## config.mk

```make
export PLATFORM = sky130hd
export DESIGN_NAME = cardbus_bridge_config_header
export DESIGN_NICKNAME = d
export VERILOG_FILES = /design/src/cardbus_cfg_pkg.sv /design/src/initiator_latency_timer.sv /design/src/card_side_status.sv /design/src/cardbus_bridge_config_header.sv
export SDC_FILE = /design/constraint.sdc
export NUM_CORES = 1
export LEC_CHECK = 0
export BUFFER_PORTS_ARGS = -buffer_cell sky130_fd_sc_hd__buf_2
export CORE_UTILIZATION = 46
export CTS_BUF_LIST = sky130_fd_sc_hd__clkbuf_16
export CTS_CLUSTER_DIAMETER = 80
export DETAILED_ROUTE_END_ITERATION = 12
export MAX_ROUTING_LAYER = met4
export PLACE_DENSITY = 0.78
export RECOVER_POWER = 50
export SYNTH_ARGS = -nofsm -noshare
export SYNTH_HDL_FRONTEND = slang
export SYNTH_HIERARCHICAL = 1
export SYNTH_SLANG_ARGS = --single-unit
```

## constraint.sdc

```tcl
create_clock -name ref_clk -period 1.85 [get_ports ref_clk]
set_clock_uncertainty 0.1 [all_clocks]
set_input_delay 0.0925 -clock ref_clk [delete_from_list [all_inputs] [get_ports ref_clk]]
set_output_delay 0.0925 -clock ref_clk [all_outputs]
set_load 0.02 [all_outputs]
```

## src/cardbus_cfg_pkg.sv

```systemverilog
/*
  Constants shared by the card-bridge configuration header: header offsets,
  fixed values, reset values, secondary status layout and state encodings.
  Assumes byte addresses of configuration space as seen by the host.
*/
package cardbus_cfg_pkg;

  localparam int NUM_FUNC = 2;

  // Byte offsets within the 256-byte configuration space.
  localparam logic [7:0] OFF_CACHE_LINE_SIZE = 8'h0C;
  localparam logic [7:0] OFF_LATENCY_LIMIT = 8'h0D;
  localparam logic [7:0] OFF_HEADER_TYPE = 8'h0E;
  localparam logic [7:0] OFF_SELF_TEST = 8'h0F;
  localparam logic [7:0] OFF_SOCKET_BASE = 8'h10;
  localparam logic [7:0] OFF_CAP_POINTER = 8'h14;
  localparam logic [7:0] OFF_CARD_STATUS = 8'h16;
  localparam logic [7:0] OFF_EXT_START = 8'h80;
  localparam logic [7:0] OFF_PM_CAP = 8'hA0;
  localparam logic [7:0] OFF_PM_CTRL = 8'hA4;

  // Fixed read values.
  localparam logic [7:0] HEADER_TYPE_VALUE = 8'h82;
  localparam logic [7:0] SELF_TEST_VALUE = 8'h00;
  localparam logic [7:0] CAP_POINTER_VALUE = 8'hA0;

  // Reset values.
  localparam logic [7:0] CACHE_LINE_RESET = 8'h00;
  localparam logic [7:0] LATENCY_RESET = 8'h00;
  localparam logic [31:0] SOCKET_BASE_RESET = 32'h00000000;
  localparam logic [15:0] CARD_STATUS_RESET = 16'h0200;

  // Base address: only bits 31..12 hold state, giving a 4-Kbyte window.
  localparam logic [31:0] SOCKET_BASE_WR_MASK = 32'hFFFFF000;
  localparam int BASE_LSB = 12;
  localparam logic [11:0] WINDOW_SOCKET_OFFSET = 12'h000;
  localparam logic [11:0] WINDOW_LEGACY_OFFSET = 12'h800;

  // Secondary status bit positions.
  localparam int ST_PARITY = 15;
  localparam int ST_SYSTEM_ERR = 14;
  localparam int ST_MASTER_ABORT = 13;
  localparam int ST_TARGET_ABORT_RX = 12;
  localparam int ST_TARGET_ABORT_TX = 11;
  localparam int ST_DATA_PARITY = 8;
  localparam logic [15:0] CARD_STATUS_RC_MASK = 16'hF900;

  typedef enum logic [0:0] {
    CFG_IDLE = 1'b0,
    CFG_ANSWER = 1'b1
  } cfg_state_e;

  typedef enum logic [1:0] {
    LAT_IDLE = 2'b00,
    LAT_COUNT = 2'b01,
    LAT_EXPIRED = 2'b10
  } lat_state_e;

endpackage

```

## src/initiator_latency_timer.sv

```systemverilog
/*
  Initiator latency timer of one function, counting clocks from its frame.
  Assumes frame_start and transaction_done come from the master logic.
*/
`timescale 1ns/1ps
module initiator_latency_timer
  import cardbus_cfg_pkg::*;
(
  // Clock and reset
  input wire logic ref_clk,
  input wire logic rstn,
  // Programmed limit
  input wire logic [7:0] latency_limit,
  // Master activity
  input wire logic frame_start,
  input wire logic transaction_done,
  input wire logic gnt_n,
  // Result
  output logic timer_expired,
  output logic terminate_now
);

  lat_state_e state;
  logic [7:0] count;

  always_ff @(posedge ref_clk or negedge rstn)
  begin
    if (!rstn)
    begin
      state <= LAT_IDLE;
      count <= 8'h00;
    end
    else if (frame_start)
    begin
      state <= LAT_COUNT;
      count <= 8'h00;
    end
    else
    begin
      unique case (state)
        LAT_IDLE:
        begin
          count <= 8'h00;
        end
        LAT_COUNT:
        begin
          if (transaction_done)
          begin
            state <= LAT_IDLE;
          end
          else if (count >= latency_limit)
          begin
            state <= LAT_EXPIRED;
          end
          else
          begin
            count <= count + 8'h01;
          end
        end
        LAT_EXPIRED:
        begin
          if (transaction_done)
          begin
            state <= LAT_IDLE;
          end
        end
        default:
        begin
          state <= LAT_IDLE;
        end
      endcase
    end
  end

  assign timer_expired = (state == LAT_EXPIRED);
  // Grant is active low, so a high gnt_n means the arbiter took it away.
  assign terminate_now = timer_expired && gnt_n && !transaction_done;

endmodule

```

## src/card_side_status.sv

```systemverilog
/*
  Secondary status register of one socket function. Error bits are sticky
  and cleared by writing one; the remaining bits are constants.
  Assumes clear_mask is nonzero only in the cycle of a configuration write.
*/
`timescale 1ns/1ps
module card_side_status
  import cardbus_cfg_pkg::*;
(
  // Clock and reset
  input wire logic ref_clk,
  input wire logic rstn,
  // Card-side events, one-cycle or level
  input wire logic card_parity_detected,
  input wire logic card_system_error,
  input wire logic card_master_abort_received,
  input wire logic card_target_abort_received,
  input wire logic card_target_abort_signaled,
  input wire logic card_parity_signal,
  input wire logic card_bus_master,
  input wire logic parity_response_en,
  // Write-one-to-clear mask from the configuration port
  input wire logic [15:0] clear_mask,
  // Register value
  output logic [15:0] status
);

  logic [15:0] set_event;

  always_comb
  begin
    set_event = 16'h0000;
    set_event[ST_PARITY] = card_parity_detected;
    set_event[ST_SYSTEM_ERR] = card_system_error;
    set_event[ST_MASTER_ABORT] = card_master_abort_received;
    set_event[ST_TARGET_ABORT_RX] = card_target_abort_received;
    set_event[ST_TARGET_ABORT_TX] = card_target_abort_signaled;
    set_event[ST_DATA_PARITY] = card_parity_signal && card_bus_master
                                && parity_response_en;
  end

  genvar i;
  generate
    for (i = 0; i < 16; i++)
    begin : g_bit
      if (CARD_STATUS_RC_MASK[i])
      begin : g_sticky
        logic flag;
        // A new event in the clearing cycle keeps the flag set.
        always_ff @(posedge ref_clk or negedge rstn)
        begin
          if (!rstn)
          begin
            flag <= CARD_STATUS_RESET[i];
          end
          else if (set_event[i])
          begin
            flag <= 1'b1;
          end
          else if (clear_mask[i])
          begin
            flag <= 1'b0;
          end
        end
        assign status[i] = flag;
      end
      else
      begin : g_fixed
        assign status[i] = CARD_STATUS_RESET[i];
      end
    end
  endgenerate

endmodule

```

## src/cardbus_bridge_config_header.sv

```systemverilog
/*
  Configuration header slice of a dual-socket card bridge, one register set
  per socket function, plus the memory window decode of the base registers.
  Assumes one access at a time, as a one-cycle cfg_req answered by cfg_ack.
*/
`timescale 1ns/1ps
module cardbus_bridge_config_header
  import cardbus_cfg_pkg::*;
(
  // Clock and reset
  input wire logic ref_clk,
  input wire logic rstn,
  // Configuration access from the host side
  input wire logic cfg_req,
  input wire logic cfg_write,
  input wire logic cfg_func,
  input wire logic [7:0] cfg_addr,
  input wire logic [3:0] cfg_byte_en,
  input wire logic [31:0] cfg_wdata,
  output logic cfg_ack,
  output logic [31:0] cfg_rdata,
  // Extension space, served outside this block
  output logic ext_sel,
  output logic pm_sel,
  input wire logic [31:0] ext_rdata,
  // Memory window decode
  input wire logic mem_valid,
  input wire logic [31:0] mem_addr,
  input wire logic [NUM_FUNC-1:0] mem_space_en,
  output logic [NUM_FUNC-1:0] socket_reg_hit,
  output logic [NUM_FUNC-1:0] legacy_reg_hit,
  // Initiator activity per function
  input wire logic [NUM_FUNC-1:0] init_frame_start,
  input wire logic [NUM_FUNC-1:0] init_done,
  input wire logic gnt_n,
  output logic [NUM_FUNC-1:0] latency_expired,
  output logic [NUM_FUNC-1:0] terminate_req,
  // Card-side events per socket
  input wire logic [NUM_FUNC-1:0] card_parity_detected,
  input wire logic [NUM_FUNC-1:0] card_system_error,
  input wire logic [NUM_FUNC-1:0] card_master_abort_received,
  input wire logic [NUM_FUNC-1:0] card_target_abort_received,
  input wire logic [NUM_FUNC-1:0] card_target_abort_signaled,
  input wire logic [NUM_FUNC-1:0] card_parity_signal,
  input wire logic [NUM_FUNC-1:0] card_bus_master,
  input wire logic [NUM_FUNC-1:0] parity_response_en,
  // Register values for the rest of the function
  output logic [7:0] cache_line_size [NUM_FUNC],
  output logic [7:0] initiator_latency_limit [NUM_FUNC],
  output logic [31:0] socket_window_base [NUM_FUNC]
);

  // Replaces the enabled byte lanes of old with those of data.
  function automatic logic [31:0] lane_merge(input logic [31:0] old, input logic [3:0] be,
                                             input logic [31:0] data);
    logic [31:0] result;
    result = old;
    for (int b = 0; b < 4; b++)
    begin
      if (be[b])
      begin
        result[b*8 +: 8] = data[b*8 +: 8];
      end
    end
    return result;
  endfunction

  // True when a byte address falls in the given dword.
  function automatic logic dword_is(input logic [7:0] addr, input logic [7:0] offset);
    return addr[7:2] == offset[7:2];
  endfunction

  localparam logic [3:0] LANES_NONE = 4'h0;

  cfg_state_e cfg_state;
  logic [15:0] card_status [NUM_FUNC];
  logic [15:0] status_clear [NUM_FUNC];
  logic [31:0] next_rdata;
  logic hit_misc;
  logic hit_base;
  logic hit_cap;
  logic hit_ext;
  logic wr_req;
  logic [3:0] misc_lanes;
  logic [3:0] base_lanes;
  logic [3:0] cap_lanes;

  // Address decode of the access in flight.
  assign hit_misc = dword_is(cfg_addr, OFF_CACHE_LINE_SIZE);
  assign hit_base = dword_is(cfg_addr, OFF_SOCKET_BASE);
  assign hit_cap = dword_is(cfg_addr, OFF_CAP_POINTER);
  assign hit_ext = (cfg_addr >= OFF_EXT_START);
  assign wr_req = cfg_req && cfg_write;
  assign misc_lanes = (wr_req && hit_misc) ? cfg_byte_en : LANES_NONE;
  assign base_lanes = (wr_req && hit_base) ? cfg_byte_en : LANES_NONE;
  assign cap_lanes = (wr_req && hit_cap) ? cfg_byte_en : LANES_NONE;

  // Extension space, power-management dwords included, is served outside.
  assign ext_sel = cfg_req && hit_ext;
  assign pm_sel = cfg_req && (dword_is(cfg_addr, OFF_PM_CAP)
                              || dword_is(cfg_addr, OFF_PM_CTRL));

  genvar f;
  generate
    for (f = 0; f < NUM_FUNC; f++)
    begin : g_func
      logic sel;
      logic [31:0] base_word;
      logic window_hit;

      assign sel = (cfg_func == 1'(f));
      assign base_word = lane_merge(socket_window_base[f], base_lanes, cfg_wdata);

      always_ff @(posedge ref_clk or negedge rstn)
      begin
        if (!rstn)
        begin
          cache_line_size[f] <= CACHE_LINE_RESET;
        end
        else if (sel && misc_lanes[0])
        begin
          cache_line_size[f] <= cfg_wdata[7:0];
        end
      end

      always_ff @(posedge ref_clk or negedge rstn)
      begin
        if (!rstn)
        begin
          initiator_latency_limit[f] <= LATENCY_RESET;
        end
        else if (sel && misc_lanes[1])
        begin
          initiator_latency_limit[f] <= cfg_wdata[15:8];
        end
      end

      // Only bits 31..12 are stored, so low bits can never read back non-zero.
      always_ff @(posedge ref_clk or negedge rstn)
      begin
        if (!rstn)
        begin
          socket_window_base[f] <= SOCKET_BASE_RESET;
        end
        else if (sel && (base_lanes != LANES_NONE))
        begin
          socket_window_base[f] <= base_word & SOCKET_BASE_WR_MASK;
        end
      end

      // Clear requests only reach the socket addressed by the access.
      assign status_clear[f] = sel ? {cap_lanes[3] ? cfg_wdata[31:24] : 8'h00,
                                      cap_lanes[2] ? cfg_wdata[23:16] : 8'h00} : 16'h0000;

      card_side_status u_status (
        .ref_clk(ref_clk),
        .rstn(rstn),
        .card_parity_detected(card_parity_detected[f]),
        .card_system_error(card_system_error[f]),
        .card_master_abort_received(card_master_abort_received[f]),
        .card_target_abort_received(card_target_abort_received[f]),
        .card_target_abort_signaled(card_target_abort_signaled[f]),
        .card_parity_signal(card_parity_signal[f]),
        .card_bus_master(card_bus_master[f]),
        .parity_response_en(parity_response_en[f]),
        .clear_mask(status_clear[f]),
        .status(card_status[f])
      );

      initiator_latency_timer u_latency (
        .ref_clk(ref_clk),
        .rstn(rstn),
        .latency_limit(initiator_latency_limit[f]),
        .frame_start(init_frame_start[f]),
        .transaction_done(init_done[f]),
        .gnt_n(gnt_n),
        .timer_expired(latency_expired[f]),
        .terminate_now(terminate_req[f])
      );

      // The window is 4 Kbytes; bit 11 splits socket and legacy registers.
      assign window_hit = mem_valid && mem_space_en[f]
                          && (mem_addr[31:BASE_LSB] == socket_window_base[f][31:BASE_LSB]);
      assign socket_reg_hit[f] = window_hit
                                 && (mem_addr[11:0] >= WINDOW_SOCKET_OFFSET)
                                 && (mem_addr[11:0] < WINDOW_LEGACY_OFFSET);
      assign legacy_reg_hit[f] = window_hit
                                 && (mem_addr[11:0] >= WINDOW_LEGACY_OFFSET);
    end
  endgenerate

  // Read multiplexer; unimplemented header dwords read as zero.
  always_comb
  begin
    next_rdata = 32'h00000000;
    if (hit_ext)
    begin
      next_rdata = ext_rdata;
    end
    else if (hit_misc)
    begin
      next_rdata = {SELF_TEST_VALUE, HEADER_TYPE_VALUE,
                    initiator_latency_limit[cfg_func], cache_line_size[cfg_func]};
    end
    else if (hit_base)
    begin
      next_rdata = socket_window_base[cfg_func];
    end
    else if (hit_cap)
    begin
      next_rdata = {card_status[cfg_func], 8'h00, CAP_POINTER_VALUE};
    end
  end

  // Every access gets an answer one clock later; read-only lanes drop silently.
  always_ff @(posedge ref_clk or negedge rstn)
  begin
    if (!rstn)
    begin
      cfg_state <= CFG_IDLE;
    end
    else
    begin
      unique case (cfg_state)
        CFG_IDLE:
        begin
          if (cfg_req)
          begin
            cfg_state <= CFG_ANSWER;
          end
        end
        CFG_ANSWER:
        begin
          cfg_state <= cfg_req ? CFG_ANSWER : CFG_IDLE;
        end
      endcase
    end
  end

  assign cfg_ack = (cfg_state == CFG_ANSWER);

  always_ff @(posedge ref_clk or negedge rstn)
  begin
    if (!rstn)
    begin
      cfg_rdata <= 32'h00000000;
    end
    else if (cfg_req)
    begin
      cfg_rdata <= cfg_write ? 32'h00000000 : next_rdata;
    end
  end

endmodule

```

==> flow_metrics.env <==
export IMPL_status="finished with violations"
export IMPL_violations="negative setup slack"
export IMPL_place_inst=1253
export IMPL_slew_viol_final=0
export IMPL_vias=7473
export IMPL_worst_setup_path_type="reg -> out"
export IMPL_finalWirelength_mm=27.0
export IMPL_post_route_util_pct=67.2
export IMPL_fp_dieArea_mm2=0.0181
export IMPL_drt_iter0_drc=420
export IMPL_yosysWarnings=6
export IMPL_gp_congestion=0.920
export IMPL_post_place_ws_ns=-0.229
export IMPL_synth_cells=752
export IMPL_syn_area_per_cell_um2=10.8
export IMPL_peakVddDrop_v=0.000657
export IMPL_dieWidth_um=135
export IMPL_fp_row_count=48
export IMPL_crit_path_max_fanout=2
export IMPL_tns_ns=-3.00
export IMPL_nFillCells=1283
export IMPL_fmaxAchievable_mhz=443
export IMPL_htree_levels=4
export IMPL_place_port_buffers=238
export IMPL_grt_pass1_vias=7692
export IMPL_grt_overflow_total=0
export IMPL_clock_sinks=137
export IMPL_cap_violations=0
export IMPL_p_per_area_mw_per_mm2=660
export IMPL_hold_path_class="in -> reg"
export IMPL_setup_ws_ns=-0.409
export IMPL_cp_arrival_ns=2.07
export IMPL_insertion_delay_ns=0.42
export IMPL_syn_area_mm2=0.00810
export IMPL_pin_count=276
export IMPL_period_needed_ns=2.26
export IMPL_cts_tree="built"
export IMPL_die_h_um=135
export IMPL_p_leak_nw=5.67
export IMPL_setup_viol=21
export IMPL_critPathLaunchType="register"
export IMPL_grt_pass1_wl_mm=41.1
export IMPL_clockRootBuffer="clkbuf_16"
export IMPL_viasPerCell=5.40
export IMPL_fin_cells=1383
export IMPL_core_area_mm2=0.0172
export IMPL_grt_antenna_before_repair=5
export IMPL_final_antenna_net_count=0
export IMPL_worstPathRequired_ns=1.66
export IMPL_post_route_period_util_pct=122
export IMPL_nets=1298
export IMPL_clk_pin_slew_worst_paths_ns=0.06
export IMPL_whs_ns=0.0305
export IMPL_rsz0062_at_grt="yes"
export IMPL_initial_core_util_pct=47.0
export IMPL_drc=0
export IMPL_area_growth_pct=43.0
export IMPL_firstDrtPassIters=5
export IMPL_dpl_cell_area_mm2=0.00988
export IMPL_clk_path_buf_depth=2
export IMPL_power_mw=7.65
export IMPL_worst_slew_pin_slew_ns=1.19
export IMPL_grt_start_max_net_pins=50
export IMPL_drive_gt1_share_pct=43.9
export IMPL_track_usage_pct=31.0
export IMPL_slew_headroom_pct=20.5
export IMPL_stdcell_area_mm2=0.0116
export IMPL_cts_buffers_inserted=17
export IMPL_hold_viol=0
export IMPL_dp_hpwl_mm=18.3
export IMPL_wl_per_cell_um=19.5
export IMPL_endpoint_kind="output pin"
==> critical path: stages (launching register included) <==
cell	delay, ns
dfrtp_1	0.41
xnor2_2	0.22
nand3_1	0.11
or4_4	0.56
nor3_2	0.17
buf_4	0.18
==> cells in the final DEF, fill, tap and decap left out, types with 14 or more instances in the layout <==
cell type and count:
nand2_1 61, clkbuf_1 46, and2_1 14, xnor2_1 16, nand2b_1 15, buf_4 88
a22oi_1 16, conb_1 44, buf_2 188, nor2_1 17, dfrtp_1 130, a21oi_1 18
mux2_2 118, a41oi_1 14, ha_1 14, inv_1 35, xor2_1 16, clkbuf_16 17
dlygate4sd3_1 84
==> power breakdown <==
part / internal (mW) / switching, mW
logic: 0.568 / 0.728
clock network: 1.93 / 1.26
registers: 3.09 / 0.0741
==> state kept, by name, indices dropped and copies added, names as in the netlist <==
name                                 cells
cache_line_size                         16
cfg_ack                                  1
cfg_rdata                               32
g_func.u_latency/count                  16
g_func.u_latency/state                   4
g_func.u_status/g_bit.g_sticky.flag     12
initiator_latency_limit                 16
socket_window_base                      40
==> layer usage <==
metal / GRT usage (%) / vias to the layer above / share of wire (%)
met5: - / - / 0
met1: 38.3 / 3665 / 42
met2: 48.3 / 342 / 48
met3: 5.33 / 94 / 5.4
met4: 17.2 / 0 / 4.8
li1: - / 3372 / -
==> area by class of cell <==
class	count	area, um2	share of cell area (%)
Tap cell	225	282	2.43
Sequential cell	137	3440	29.7
Inverter	39	150	1.30
Clock buffer	17	425	3.67
Multi-Input combinational cell	531	4390	37.9
Clock inverter	12	113	0.972
Timing Repair Buffer	417	2770	23.9
Antenna cell	5	12.5	0.108
==> repair_timing <==
item                                    CTS  global route
buffers inserted                         10             3
pin swaps                                28            16
resized for setup                        34            24
hold buffers                             84             0
hold endpoints to repair                262             0
endpoints found under the setup margin   23            24
==> final timing paths <==
kind                                                             from                                    endpoint  slack, ns  depth (start not counted)
setup / recovery                               socket_window_base[51]                           socket_reg_hit[0]      -0.41                          5
hold / removal                                         cfg_byte_en[0]                          cache_line_size[0]       0.03                          3
setup reg to reg                         g_func[1].u_latency/count[7]                g_func[1].u_latency/count[2]      -0.16                          6
hold reg to reg            g_func[1].u_status/g_bit[15].g_sticky.flag  g_func[1].u_status/g_bit[15].g_sticky.flag       0.37                          1
max in group asynchronous                                        rstn                      socket_window_base[15]       0.23                          3
min in group asynchronous                                        rstn                g_func[1].u_latency/state[0]       0.34                          2
Note: power is estimated with default switching activity, not from simulation.
